`src/remap_pin_defines.svh`:
```
// Constants for the remappable pin select block
`ifndef REMAP_PIN_DEFINES_SVH
`define REMAP_PIN_DEFINES_SVH
`define OUT_SEL_NULL 5'h00
`define OUT_SEL_UART_TX 5'h03
`define OUT_SEL_UART_RTS 5'h04
`define OUT_SEL_SPI_DO 5'h07
`define OUT_SEL_SPI_CLK 5'h08
`define OUT_SEL_SPI_SEL 5'h09
`define OUT_SEL_CMP_ONE 5'h12
`define OUT_SEL_CMP_TWO 5'h13
`define KEY_FIRST 8'h46
`define KEY_SECOND 8'h57
`define LOCK_BIT_POS 6
`define FUSE_BIT_POS 5
`define NUM_OUT_PINS 8
`define NUM_IN_MAPS 9
`define MAP_IDX_W 5
`define IN_MAP_BASE 5'h00
`define OUT_MAP_BASE 5'h09
`define NUM_MAPS 17
`define OSC_RESET 16'h0000
`endif

```
`src/remap_pin_pkg.sv`:
```
// Types for the remappable pin select block
package remap_pin_pkg;
	typedef enum logic [1:0] {
		KEY_IDLE,
		KEY_GOT_FIRST,
		KEY_ARMED
	} key_state_type;
	typedef struct packed {
		logic valid;
		logic [4:0] index;
		logic [15:0] data;
	} map_write_type;
	typedef struct packed {
		logic low_valid;
		logic high_valid;
		logic [15:0] data;
	} osc_write_type;
	typedef struct packed {
		logic uart_tx;
		logic uart_rts;
		logic spi_do;
		logic spi_clk;
		logic spi_sel;
		logic cmp_one;
		logic cmp_two;
	} periph_out_type;
endpackage

```
`src/unlock_sequencer.sv`:
```
// Two-byte key tracker and write-lock holder
`timescale 1ns/1ps
`include "remap_pin_defines.svh"
module unlock_sequencer (
	input wire logic sys_clk,
	input wire logic resetn,
	input remap_pin_pkg::osc_write_type osc_wr,
	input wire logic other_wr,
	input wire logic one_way_fuse,
	output logic map_write_lock
);
	typedef struct packed {
		remap_pin_pkg::key_state_type key;
		logic lock;
		logic ever_set;
	} seq_state_type;
	seq_state_type state_q;
	seq_state_type state_d;
	logic low_byte_wr;
	logic new_lock;
	assign low_byte_wr = osc_wr.low_valid;
	assign new_lock = osc_wr.data[`LOCK_BIT_POS];
	assign map_write_lock = state_q.lock;

	//////////////////////////////////////////////////////////////////////
	// Key tracking; any stray write drops the tracker back to idle
	always_comb begin
		state_d = state_q;
		case (state_q.key)
			remap_pin_pkg::KEY_IDLE: begin
				if (low_byte_wr && osc_wr.data[7:0] == `KEY_FIRST) begin
					state_d.key = remap_pin_pkg::KEY_GOT_FIRST;
				end
			end
			remap_pin_pkg::KEY_GOT_FIRST: begin
				if (low_byte_wr && osc_wr.data[7:0] == `KEY_SECOND && !other_wr) begin
					state_d.key = remap_pin_pkg::KEY_ARMED;
				end else if (low_byte_wr || osc_wr.high_valid || other_wr) begin
					state_d.key = remap_pin_pkg::KEY_IDLE;
				end
			end
			default: begin
				if ((low_byte_wr || osc_wr.high_valid) && !other_wr) begin
					state_d.key = remap_pin_pkg::KEY_IDLE;
					if (new_lock || !(one_way_fuse && state_q.ever_set)) begin
						state_d.lock = new_lock;
					end
				end else if (other_wr) begin
					state_d.key = remap_pin_pkg::KEY_IDLE;
				end
			end
		endcase
		// remember that the lock was set this session
		if (state_d.lock) begin
			state_d.ever_set = 1'b1;
		end
	end

	// Lock holds until changed through the key
	always_ff @(posedge sys_clk or negedge resetn) begin
		if (!resetn) begin
			state_q <= '{remap_pin_pkg::KEY_IDLE, 1'b0, 1'b0};
		end else begin
			state_q <= state_d;
		end
	end
endmodule

```
`src/output_selector.sv`:
```
// Output function multiplexer for one remappable pin
`timescale 1ns/1ps
`include "remap_pin_defines.svh"
module output_selector (
	input wire logic [4:0] func_sel,
	input remap_pin_pkg::periph_out_type periph,
	input wire logic port_latch,
	output logic pin_out
);
	// Unlisted codes fall back to the port latch
	always_comb begin
		case (func_sel)
			`OUT_SEL_NULL: pin_out = port_latch;
			`OUT_SEL_UART_TX: pin_out = periph.uart_tx;
			`OUT_SEL_UART_RTS: pin_out = periph.uart_rts;
			`OUT_SEL_SPI_DO: pin_out = periph.spi_do;
			`OUT_SEL_SPI_CLK: pin_out = periph.spi_clk;
			`OUT_SEL_SPI_SEL: pin_out = periph.spi_sel;
			`OUT_SEL_CMP_ONE: pin_out = periph.cmp_one;
			`OUT_SEL_CMP_TWO: pin_out = periph.cmp_two;
			default: pin_out = port_latch;
		endcase
	end
endmodule

```
`src/remap_pin_select_lock.sv`:
```
// Remappable pin select maps, write lock and shadow monitor
//
// Behaviour
// - Code 00000 gives port latch; 00011 UART transmit; 00100 request-to-send.
// - Codes 00111, 01000, 01001 give SPI data, clock, select.
// - Codes 10010 and 10011 give compare channels one and two.
// - Locked map writes complete normally but change nothing.
// - Lock is bit 6 of oscillator control; one blocks writes.
// - Lock bit changes only in the single write right after key.
// - Lock holds its value until explicitly changed.
// - Shadows compare all maps; unpermitted change raises mismatch reset.
// - One-way fuse, config bit 5, forbids clearing lock once set.
// - In one-way mode only device reset reopens the maps.
// - Fuse reads set when unprogrammed; programmed allows many sessions.
`timescale 1ns/1ps
`include "remap_pin_defines.svh"
module remap_pin_select_lock (
	input wire logic sys_clk,
	input wire logic resetn,
	input remap_pin_pkg::osc_write_type osc_wr,
	input remap_pin_pkg::map_write_type map_wr,
	input wire logic [7:0] osc_config_word,
	input remap_pin_pkg::periph_out_type periph,
	input wire logic [`NUM_OUT_PINS-1:0] port_latch,
	input wire logic [4:0] map_rd_index,
	output logic [15:0] map_rd_data,
	output logic [7:0] osc_control_reg,
	output logic map_write_lock,
	output logic single_session_lock_fuse,
	output logic [`NUM_OUT_PINS-1:0] pin_out,
	output logic config_mismatch_reset
);
	typedef struct packed {
		logic [`NUM_MAPS-1:0][15:0] maps;
		logic [`NUM_MAPS-1:0][15:0] shadow;
		logic [15:0] rd_data;
		logic mismatch;
	} top_state_type;
	top_state_type state_q;
	top_state_type state_d;
	logic [`NUM_OUT_PINS-1:0][4:0] out_field;
	logic other_wr;
	logic map_accepted;
	logic any_diff;

	//////////////////////////////////////////////////////////////////////
	// Fuse and key tracker
	// unprogrammed fuse reads one
	assign single_session_lock_fuse = osc_config_word[`FUSE_BIT_POS];
	assign other_wr = map_wr.valid;

	unlock_sequencer unlock_sequencer_inst (
		.sys_clk(sys_clk),
		.resetn(resetn),
		.osc_wr(osc_wr),
		.other_wr(other_wr),
		.one_way_fuse(single_session_lock_fuse),
		.map_write_lock(map_write_lock)
	);

	// lock visible at bit 6 of control low byte
	always_comb begin
		osc_control_reg = 8'h00;
		osc_control_reg[`LOCK_BIT_POS] = map_write_lock;
	end

	// Index beyond the map set is ignored
	function automatic logic index_ok(input logic [4:0] idx);
		index_ok = idx < 5'(`NUM_MAPS);
	endfunction

	//////////////////////////////////////////////////////////////////////
	// Map registers, shadows and mismatch detection
	// locked write is silently dropped
	assign map_accepted = map_wr.valid && !map_write_lock && index_ok(map_wr.index);

	// Any shadow disagreement flags a disturbed cell
	always_comb begin
		any_diff = 1'b0;
		for (int i = 0; i < `NUM_MAPS; i++) begin
			if (state_q.maps[i] != state_q.shadow[i]) begin
				any_diff = 1'b1;
			end
		end
	end

	always_comb begin
		state_d = state_q;
		if (map_accepted) begin
			// Map and shadow move together on a permitted write
			state_d.maps[map_wr.index] = map_wr.data;
			state_d.shadow[map_wr.index] = map_wr.data;
		end
		state_d.mismatch = any_diff;
		state_d.rd_data = index_ok(map_rd_index) ? state_q.maps[map_rd_index] : 16'h0000;
	end

	// Device reset clears maps so pins return to port latches
	always_ff @(posedge sys_clk or negedge resetn) begin
		if (!resetn) begin
			state_q <= '0;
		end else begin
			state_q <= state_d;
		end
	end

	assign map_rd_data = state_q.rd_data;
	assign config_mismatch_reset = state_q.mismatch;

	//////////////////////////////////////////////////////////////////////
	// Output routing: output map registers 9 to 12 each hold two pin fields
	for (genvar p = 0; p < `NUM_OUT_PINS; p++) begin : g_pin
		assign out_field[p] = state_q.maps[`OUT_MAP_BASE + p/2][(p%2)*8 +: 5];
		output_selector output_selector_inst (
			.func_sel(out_field[p]),
			.periph(periph),
			.port_latch(port_latch[p]),
			.pin_out(pin_out[p])
		);
	end
endmodule

```
`config.mk`:
```
export PLATFORM = sky130hd
export DESIGN_NAME = remap_pin_select_lock
export DESIGN_NICKNAME = d
export VERILOG_FILES = /design/src/remap_pin_pkg.sv /design/src/unlock_sequencer.sv /design/src/output_selector.sv /design/src/remap_pin_select_lock.sv
export VERILOG_INCLUDE_DIRS = /design/src
export SDC_FILE = /design/constraint.sdc
export NUM_CORES = 1
export LEC_CHECK = 0
export BUFFER_PORTS_ARGS = -buffer_cell sky130_fd_sc_hd__buf_2
export CELL_PAD_IN_SITES_DETAIL_PLACEMENT = 1
export CELL_PAD_IN_SITES_GLOBAL_PLACEMENT = 1
export CORE_ASPECT_RATIO = 1.2
export CORE_UTILIZATION = 25
export DETAILED_ROUTE_END_ITERATION = 12
export GPL_TIMING_DRIVEN = 0
export PLACE_DENSITY_LB_ADDON = 0.1
export SLEW_MARGIN = 5
export SYNTH_ARGS = -nofsm -noshare
export SYNTH_HDL_FRONTEND = slang
export SYNTH_SLANG_ARGS = --single-unit
export TNS_END_PERCENT = 20
```
`constraint.sdc`:
```
create_clock -name sys_clk -period 4.2 [get_ports sys_clk]
set_input_delay 0.42 -clock sys_clk [delete_from_list [all_inputs] [get_ports sys_clk]]
set_output_delay 0.42 -clock sys_clk [all_outputs]
set_load 0.02 [all_outputs]
```
==> results.cfg, run 1 <==
[layout]
post-route-util_pct = 29.9
syn_to_final_growth_pct = 17.6
n_antenna_cell = 0
drive_gt1_share_pct = 43.1
n_fill_cell = 6103
nets = 1272

[place]
io_buffer_count = 77
place_ws_ns = 1.04
dp_hpwl_um = 31300
gp_congestion = 0.711

[die]
num_rows = 96
core_area_um2 = 57300
die_w_um = 222
die_h_um = 266
die-area_um2 = 59200
io_pins = 105
start_util_pct = 25.4

[sta]
tightest_slew_ns = 1.09
finalCriticalPeriod_ns = 3.01
rsz0062_at_grt = no
setup_viol = 0
fin_skew_ns = 0.00900
finalCritPeriodShare_pct = 71.6
fin_ws_ns = 1.19
tns_ns = 0
fmax_mhz = 332
slew_headroom_pct = 26.8
finalHoldViolCount = 0
drv_slew = 0

[yosys]
synthMuxAreaShare_pct = 33.1
synth_fa_ha_area_share_pct = 0
synth_edf_count = 0
synth_compound_area_share_pct = 5.77
yosys_warnings = 0
ys_top_cells_by_count = 292 x dfrtp_1, 279 x mux2_2, 95 x mux2i_1
synthMostInstantiatedCell = dfrtp_1
synth_flop_cell = dfrtp_1
synth_cell_types = 57
yosysTopAreaCellShare_pct = 50.2
synthXorXnorAreaFrac_pct = 0
async_flop_share_pct = 100
synth_top_area_cell = dfrtp_1
synth_seq_area_share_pct = 50.2
avgSynthCellArea_um2 = 13.5
synth-seq-cells = 292
synth_area_um2 = 14500
synth_area_leaders = dfrtp_1 50%, mux2_2 22%, mux2i_1 6.5%
synth_top_family_by_area = multiplexers
syn_inst = 1078
synthSimpleGateAreaFrac_pct = 6.35

[power_and_ir_drop]
seqPwrFrac_pct = 44.7
leakagePower_nw = 8.16
ir_worst_vdd_mv = 0.298
power_density_nw_per_um2 = 372
internal-power_mw = 4.86
power_mw = 6.37
p_clk_share_pct = 48.6
p_sw_share_pct = 23.7
combPwrFrac_pct = 6.8
p_sw_mw = 1.51

[setup_path]
endpoint_kind = output port
required_ns = 3.78
critPathMaxFanout = 9
cp-start-kind = register
path_class = reg2out
worstPathArrival_ns = 2.59

[grt]
grt.overflow.total = 0
grt_pass1_wl_um = 67900
grt_pass1_vias = 10200
grtUsageTotal_pct = 15.3
antenna_found_initial = 0
grt_max_degree = 107

[drt]
drt_wl_total_um = 44200
vias_per_cell = 4.71
routedWlPerCell_um = 22.6
dr.pass1.iters = 4
ant_nets = 0
drt_iter0_markers = 385
vias = 9237
drc = 0

[clocking]
cts.sinks = 292
clk_path_buf_depth = 3
cts_tree = yes
cts_buffers = 35
root_buffer = clkbuf_16
clock_latency_ns = 0.52
h-tree-depth = 2
clkTransAtPathRegs_ns = 0.06
cts_resized = 0

[worst_hold_path]
holdCritPathClass = in2reg

[job]
drv_cap = 0

[status]
status = finished, final reports clean
worst max-delay path: stages, from the launching register on:
cell	delay [ns]
dfrtp_1	0.32
clkbuf_1	0.30
or3b_2	0.47
a221oi_1	0.39
o22ai_1	0.13
o32a_1	0.18
buf_4	0.13
buf_2	0.14
sequential cells by signal, indices dropped and copies added (netlist names):
signal                                cells
unlock_sequencer_inst.map_write_lock      1
unlock_sequencer_inst.state_q             3
state_q                                 232
map_rd_data                              16
out_field                                40
metrics by stage:
| stage | cells | hold slack, ns | cell area [um^2] |
|---|---|---|---|
| 6_report | 1960 | 0.201 | 17100 |
| 5_1_grt | 1960 | 0.182 | 17100 |
| 4_1_cts | 1960 | 0.168 | 17100 |
| 2_1_floorplan | 1085 | 0.124 | 14600 |
| 3_3_place_gp | 1897 | 0.458 | 15900 |
| 3_5_place_dp | 1899 | 0.475 | 15900 |
final timing paths:
check	startpoint	endpoint	slack (ns)	cells after the start
setup / recovery	out_field[27]	pin_out[5]	1.19	7
hold / removal	osc_wr[5]	unlock_sequencer_inst.state_q[3]	0.20	4
setup reg to reg	unlock_sequencer_inst.map_write_lock	out_field[35]	1.68	4
hold reg to reg	unlock_sequencer_inst.state_q[0]	unlock_sequencer_inst.state_q[0]	0.49	2
max in group asynchronous	resetn	state_q[293]	2.24	4
min in group asynchronous	resetn	out_field[36]	0.48	2
repair_timing:
item | in CTS | in global routing
hold buffers | 1 | 0
endpoints found under the hold margin | 87 | 0
setup buffers | 0 | 0
cell families after synthesis:
kind of cell	Yosys count
flops	292
simple gates	150
mux	406
other cells	1
buf+inv	124
compound gates	105
metal layers:
metal / global-route usage, % / routed length, um / up-vias
li1: - / - / 4214
met1: 19.7 / 19700 / 4877
met2: 27.3 / 22600 / 103
met3: 1.72 / 1170 / 43
met4: 3.27 / 665 / 0
met5: 0 / 0 / -
cell type report:
| class | instances | area [um^2] | share of cell area, % |
|---|---|---|---|
| Multi-Input combinational cell | 669 | 6610 | 38.6 |
| Sequential cell | 292 | 7310 | 42.7 |
| Inverter | 3 | 11.3 | 0.0658 |
| Buffer | 121 | 651 | 3.80 |
| Timing Repair Buffer | 80 | 460 | 2.69 |
| Clock inverter | 6 | 80.1 | 0.468 |
| Clock buffer | 54 | 1080 | 6.31 |
| Tap cell | 735 | 920 | 5.37 |
cell usage in the layout (no fill, tap or decap), types with 8 or more instances in the layout:
| cell type | Yosys | routed |
|---|---|---|
| mux2i_1 | 95 | 95 |
| conb_1 | 1 | 8 |
| nor2_1 | 36 | 36 |
| buf_1 | 8 | 8 |
| o21ai_0 | 11 | 11 |
| nor3b_1 | 13 | 13 |
| mux2_2 | 279 | 279 |
| nand2b_1 | 12 | 12 |
| or3b_2 | 9 | 9 |
| a21oi_1 | 8 | 8 |
| buf_4 | 43 | 43 |
| clkbuf_8 | 0 | 9 |
| a22o_1 | 17 | 17 |
| clkbuf_16 | 0 | 37 |
| a221oi_1 | 17 | 17 |
| nand3b_1 | 8 | 8 |
| nand2_1 | 24 | 24 |
| clkbuf_1 | 47 | 55 |
| a221o_1 | 16 | 16 |
| buf_2 | 22 | 98 |
| mux4_2 | 32 | 32 |
| dfrtp_1 | 292 | 292 |
power groups by stage:
stage	clock [mW]	combinational (mW)	sequential, mW
6_report	3.09	0.431	2.85
5_1_grt	3.32	0.475	2.85
3_5_place_dp	0	0.449	2.90
4_1_cts	3.23	0.451	2.85
3_3_place_gp	0	0.440	2.90
2_1_floorplan	0	0.210	2.89
Note: power is estimated with default switching activity, not from simulation.
==> run 2, diff against run 1 <==
--- a/config.mk
+++ b/config.mk
@@ -6,6 +6,7 @@
 export SDC_FILE = /design/constraint.sdc
 export NUM_CORES = 1
 export LEC_CHECK = 0
+export ABC_AREA = 1
 export BUFFER_PORTS_ARGS = -buffer_cell sky130_fd_sc_hd__buf_2
 export CELL_PAD_IN_SITES_DETAIL_PLACEMENT = 1
 export CELL_PAD_IN_SITES_GLOBAL_PLACEMENT = 1
==> constraint.sdc (replaced) <==
create_clock -name sys_clk -period 3.1 [get_ports sys_clk]
set_input_delay 0.31 -clock sys_clk [delete_from_list [all_inputs] [get_ports sys_clk]]
set_output_delay 0.31 -clock sys_clk [all_outputs]
set_load 0.02 [all_outputs]
==> run 2 against run 1 <==
Synthesized cell count rose by 130%. Cell count rose by 80%. Clock skew up 0.028 ns. Sequential share of layout area fell by 5.8 points. Sequential cell count unchanged. Core utilization shrank 0.40 points. Clock power is 46% higher. Critical endpoint is now map_rd_data[9]. Highest routed layer is now met5.
==> results.cfg, run 2 <==
[setup_path]
endpoint_kind = register
crit_family = buffers and inverters
crit_start = map_rd_index[1]
cp_num_buf_inv = 3
reg2reg_slack_ns = 0.74
path_class = in2reg
rr_endpoint = state_q[558]
slowest_stage = clkbuf_1
worstPathArrival_ns = 3.07
r2r-start = unlock_sequencer_inst.map_write_lock
reg2regPathDepth = 6
cp.depth = 8
path_cells = clkbuf_1 -> clkbuf_1 -> clkbuf_1 -> a21oi_1 -> nor2_1 -> nor2_1 -> nor2_1 -> nor2_1
cpPeakStageDelay_ns = 0.70
critPathMaxFanout = 10
cp_common_cell = nor2_1
cp-start-kind = primary input
required_ns = 3.55

[clocking]
clkTransAtPathRegs_ns = 0.05
cts_buffers = 37
cts.sinks = 292
clk_path_buf_depth = 3
clock_latency_ns = 0.57
cts_setup_buffers = 0
h-tree-depth = 2
root_buffer = clkbuf_16
cts_resized = 0
cts_tree = yes

[drt]
vias = 17100
dr.pass1.iters = 5
routedWlPerCell_um = 22.6
drc = 0
ant_nets = 0
drt_wl_total_um = 79800
vias_per_cell = 4.86
drt_iter0_markers = 1048

[yosys]
syn_inst = 2490
synth-seq-cells = 292
avgSynthCellArea_um2 = 6.82
synth_top_area_cell = dfrtp_1
yosys_warnings = 0
synth_flop_cell = dfrtp_1
synth_cell_types = 24
synth_seq_area_share_pct = 43.0
synth_edf_count = 0
synth_area_um2 = 17000
ys_top_cells_by_count = 955 x nand2_1, 292 x dfrtp_1, 291 x nand4_1
yosysTopAreaCellShare_pct = 43.0
synthMostInstantiatedCell = nand2_1
synth_area_leaders = dfrtp_1 43%, nand2_1 21%, nand4_1 11%
async_flop_share_pct = 100

[worst_hold_path]
hold-path-cell-count = 4
holdCritPathClass = in2reg
hp-start = osc_wr[4]
min_to = unlock_sequencer_inst.state_q[2]

[power_and_ir_drop]
p_sw_share_pct = 34.3
seqPwrFrac_pct = 39.7
ir_worst_vdd_mv = 0.299
power_mw = 12.0
p_clk_share_pct = 37.8
power_density_nw_per_um2 = 604
p_sw_mw = 4.10
internal-power_mw = 7.85
combPwrFrac_pct = 22.4
leakagePower_nw = 10.3

[layout]
mostFrequentLayoutCells = 955 x nand2_1, 292 x dfrtp_1, 291 x nand4_1
largest_register_ffs = 232
drive_gt1_share_pct = 9.42
n_fill_cell = 8514
regMostFlops = state_q
finalInstanceArea_um2 = 19800
final_common_cell = nand2_1
syn_to_final_growth_pct = 16.5
nets = 2670
n_antenna_cell = 0
multi_input_area_um2 = 7550
final-seq-area_um2 = 7310

[sta]
holdWs_ns = 0.0678
fin_skew_ns = 0.0367
finalCritPeriodShare_pct = 84.6
finalHoldViolCount = 0
tns_ns = 0
slew_headroom_pct = 4.87
setup_viol = 0
fin_ws_ns = 0.477
fmax_mhz = 381
tightest_slew_ns = 1.43
drv_slew = 0
rsz0062_at_grt = no
finalCriticalPeriod_ns = 2.62

[grt]
grtUsageTotal_pct = 23.4
antenna_found_initial = 4
grt_max_degree = 83
grt_pass1_wl_um = 117000
grt.overflow.total = 0
grt_pass1_vias = 17800

[die]
die_h_um = 288
die_w_um = 240
core_area_um2 = 67100
num_rows = 104
io_pins = 105
die-area_um2 = 69000
start_util_pct = 25.3

[place]
dp_hpwl_um = 58200
gp_congestion = 0.876
place_ws_ns = -0.104
place_area_um2 = 18500
io_buffer_count = 60

[status]
status = finished, final reports clean

[job]
drv_cap = 0
run 2: layer usage:
layer / vias up / routed length, um / GRT usage [%] / part of all wire [%]
met2: 322 / 41100 / 42.6 / 52
li1: 8143 / - / - / -
met4: 2 / 2660 / 8.15 / 3.3
met5: - / 16 / 0 / 0.020
met3: 117 / 2470 / 2.56 / 3.1
met1: 8545 / 33500 / 28.2 / 42
run 2: worst reg2reg max path: stages (launching register included):
cell     delay (ns)
dfrtp_1        0.45
nor3_4         0.62
buf_4          0.32
buf_4          0.26
buf_2          0.31
nand4_1        0.17
nand2_1        0.15
run 2: how the worst max path moves through the flow:
stage / endpoint / slack, ns
floorplan: out_field[10] / 1.56
finish: map_rd_data[9] / 0.48
CTS: map_rd_data[11] / 0.45
global placement: out_field[0] / -4.60
detailed placement: map_rd_data[12] / -0.10
global route: pin_out[1] / 0.45
run 2: cell families after synthesis:
logic type             share of synthesized area [%]
DFF                                             43.0
AOI/OAI and AO/OA                               1.61
buffers and inverters                           12.7
and+or+nand+nor                                 42.7
other                                         0.0221
run 2: area by class of cell:
class,instances,area share [%]
inverters,288,5.46
plain buffers,216,5.45
flip-flops and latches,292,36.9
clock buffers,58,6.00
repair buffers,64,2.04
clock inverters,4,0.259
well taps,901,5.70
multi-input cells,1701,38.2
run 2: per-stage QoR:
step / std cells / util (%)
finish: 3524 / 29.5
global route: 3524 / 29.5
CTS: 3524 / 29.5
detailed placement: 3461 / 27.6
global placement: 3458 / 27.5
floorplan: 2497 / -
run 2: power by group through the flow:
stage	clock, mW	combinational [mW]	sequential, mW
after floorplan	0	1.70	4.69
after global placement	0	2.64	4.80
after detailed placement	0	2.71	4.81
after CTS	4.66	2.72	4.75
after global routing	4.76	3.01	4.82
final	4.52	2.68	4.75
run 2: what timing repair did:
| item | CTS | global route |
|---|---|---|
| endpoints found under the setup margin | 0 | 0 |
| hold endpoints to repair | 72 | 0 |
| hold buffers | 1 | 0 |
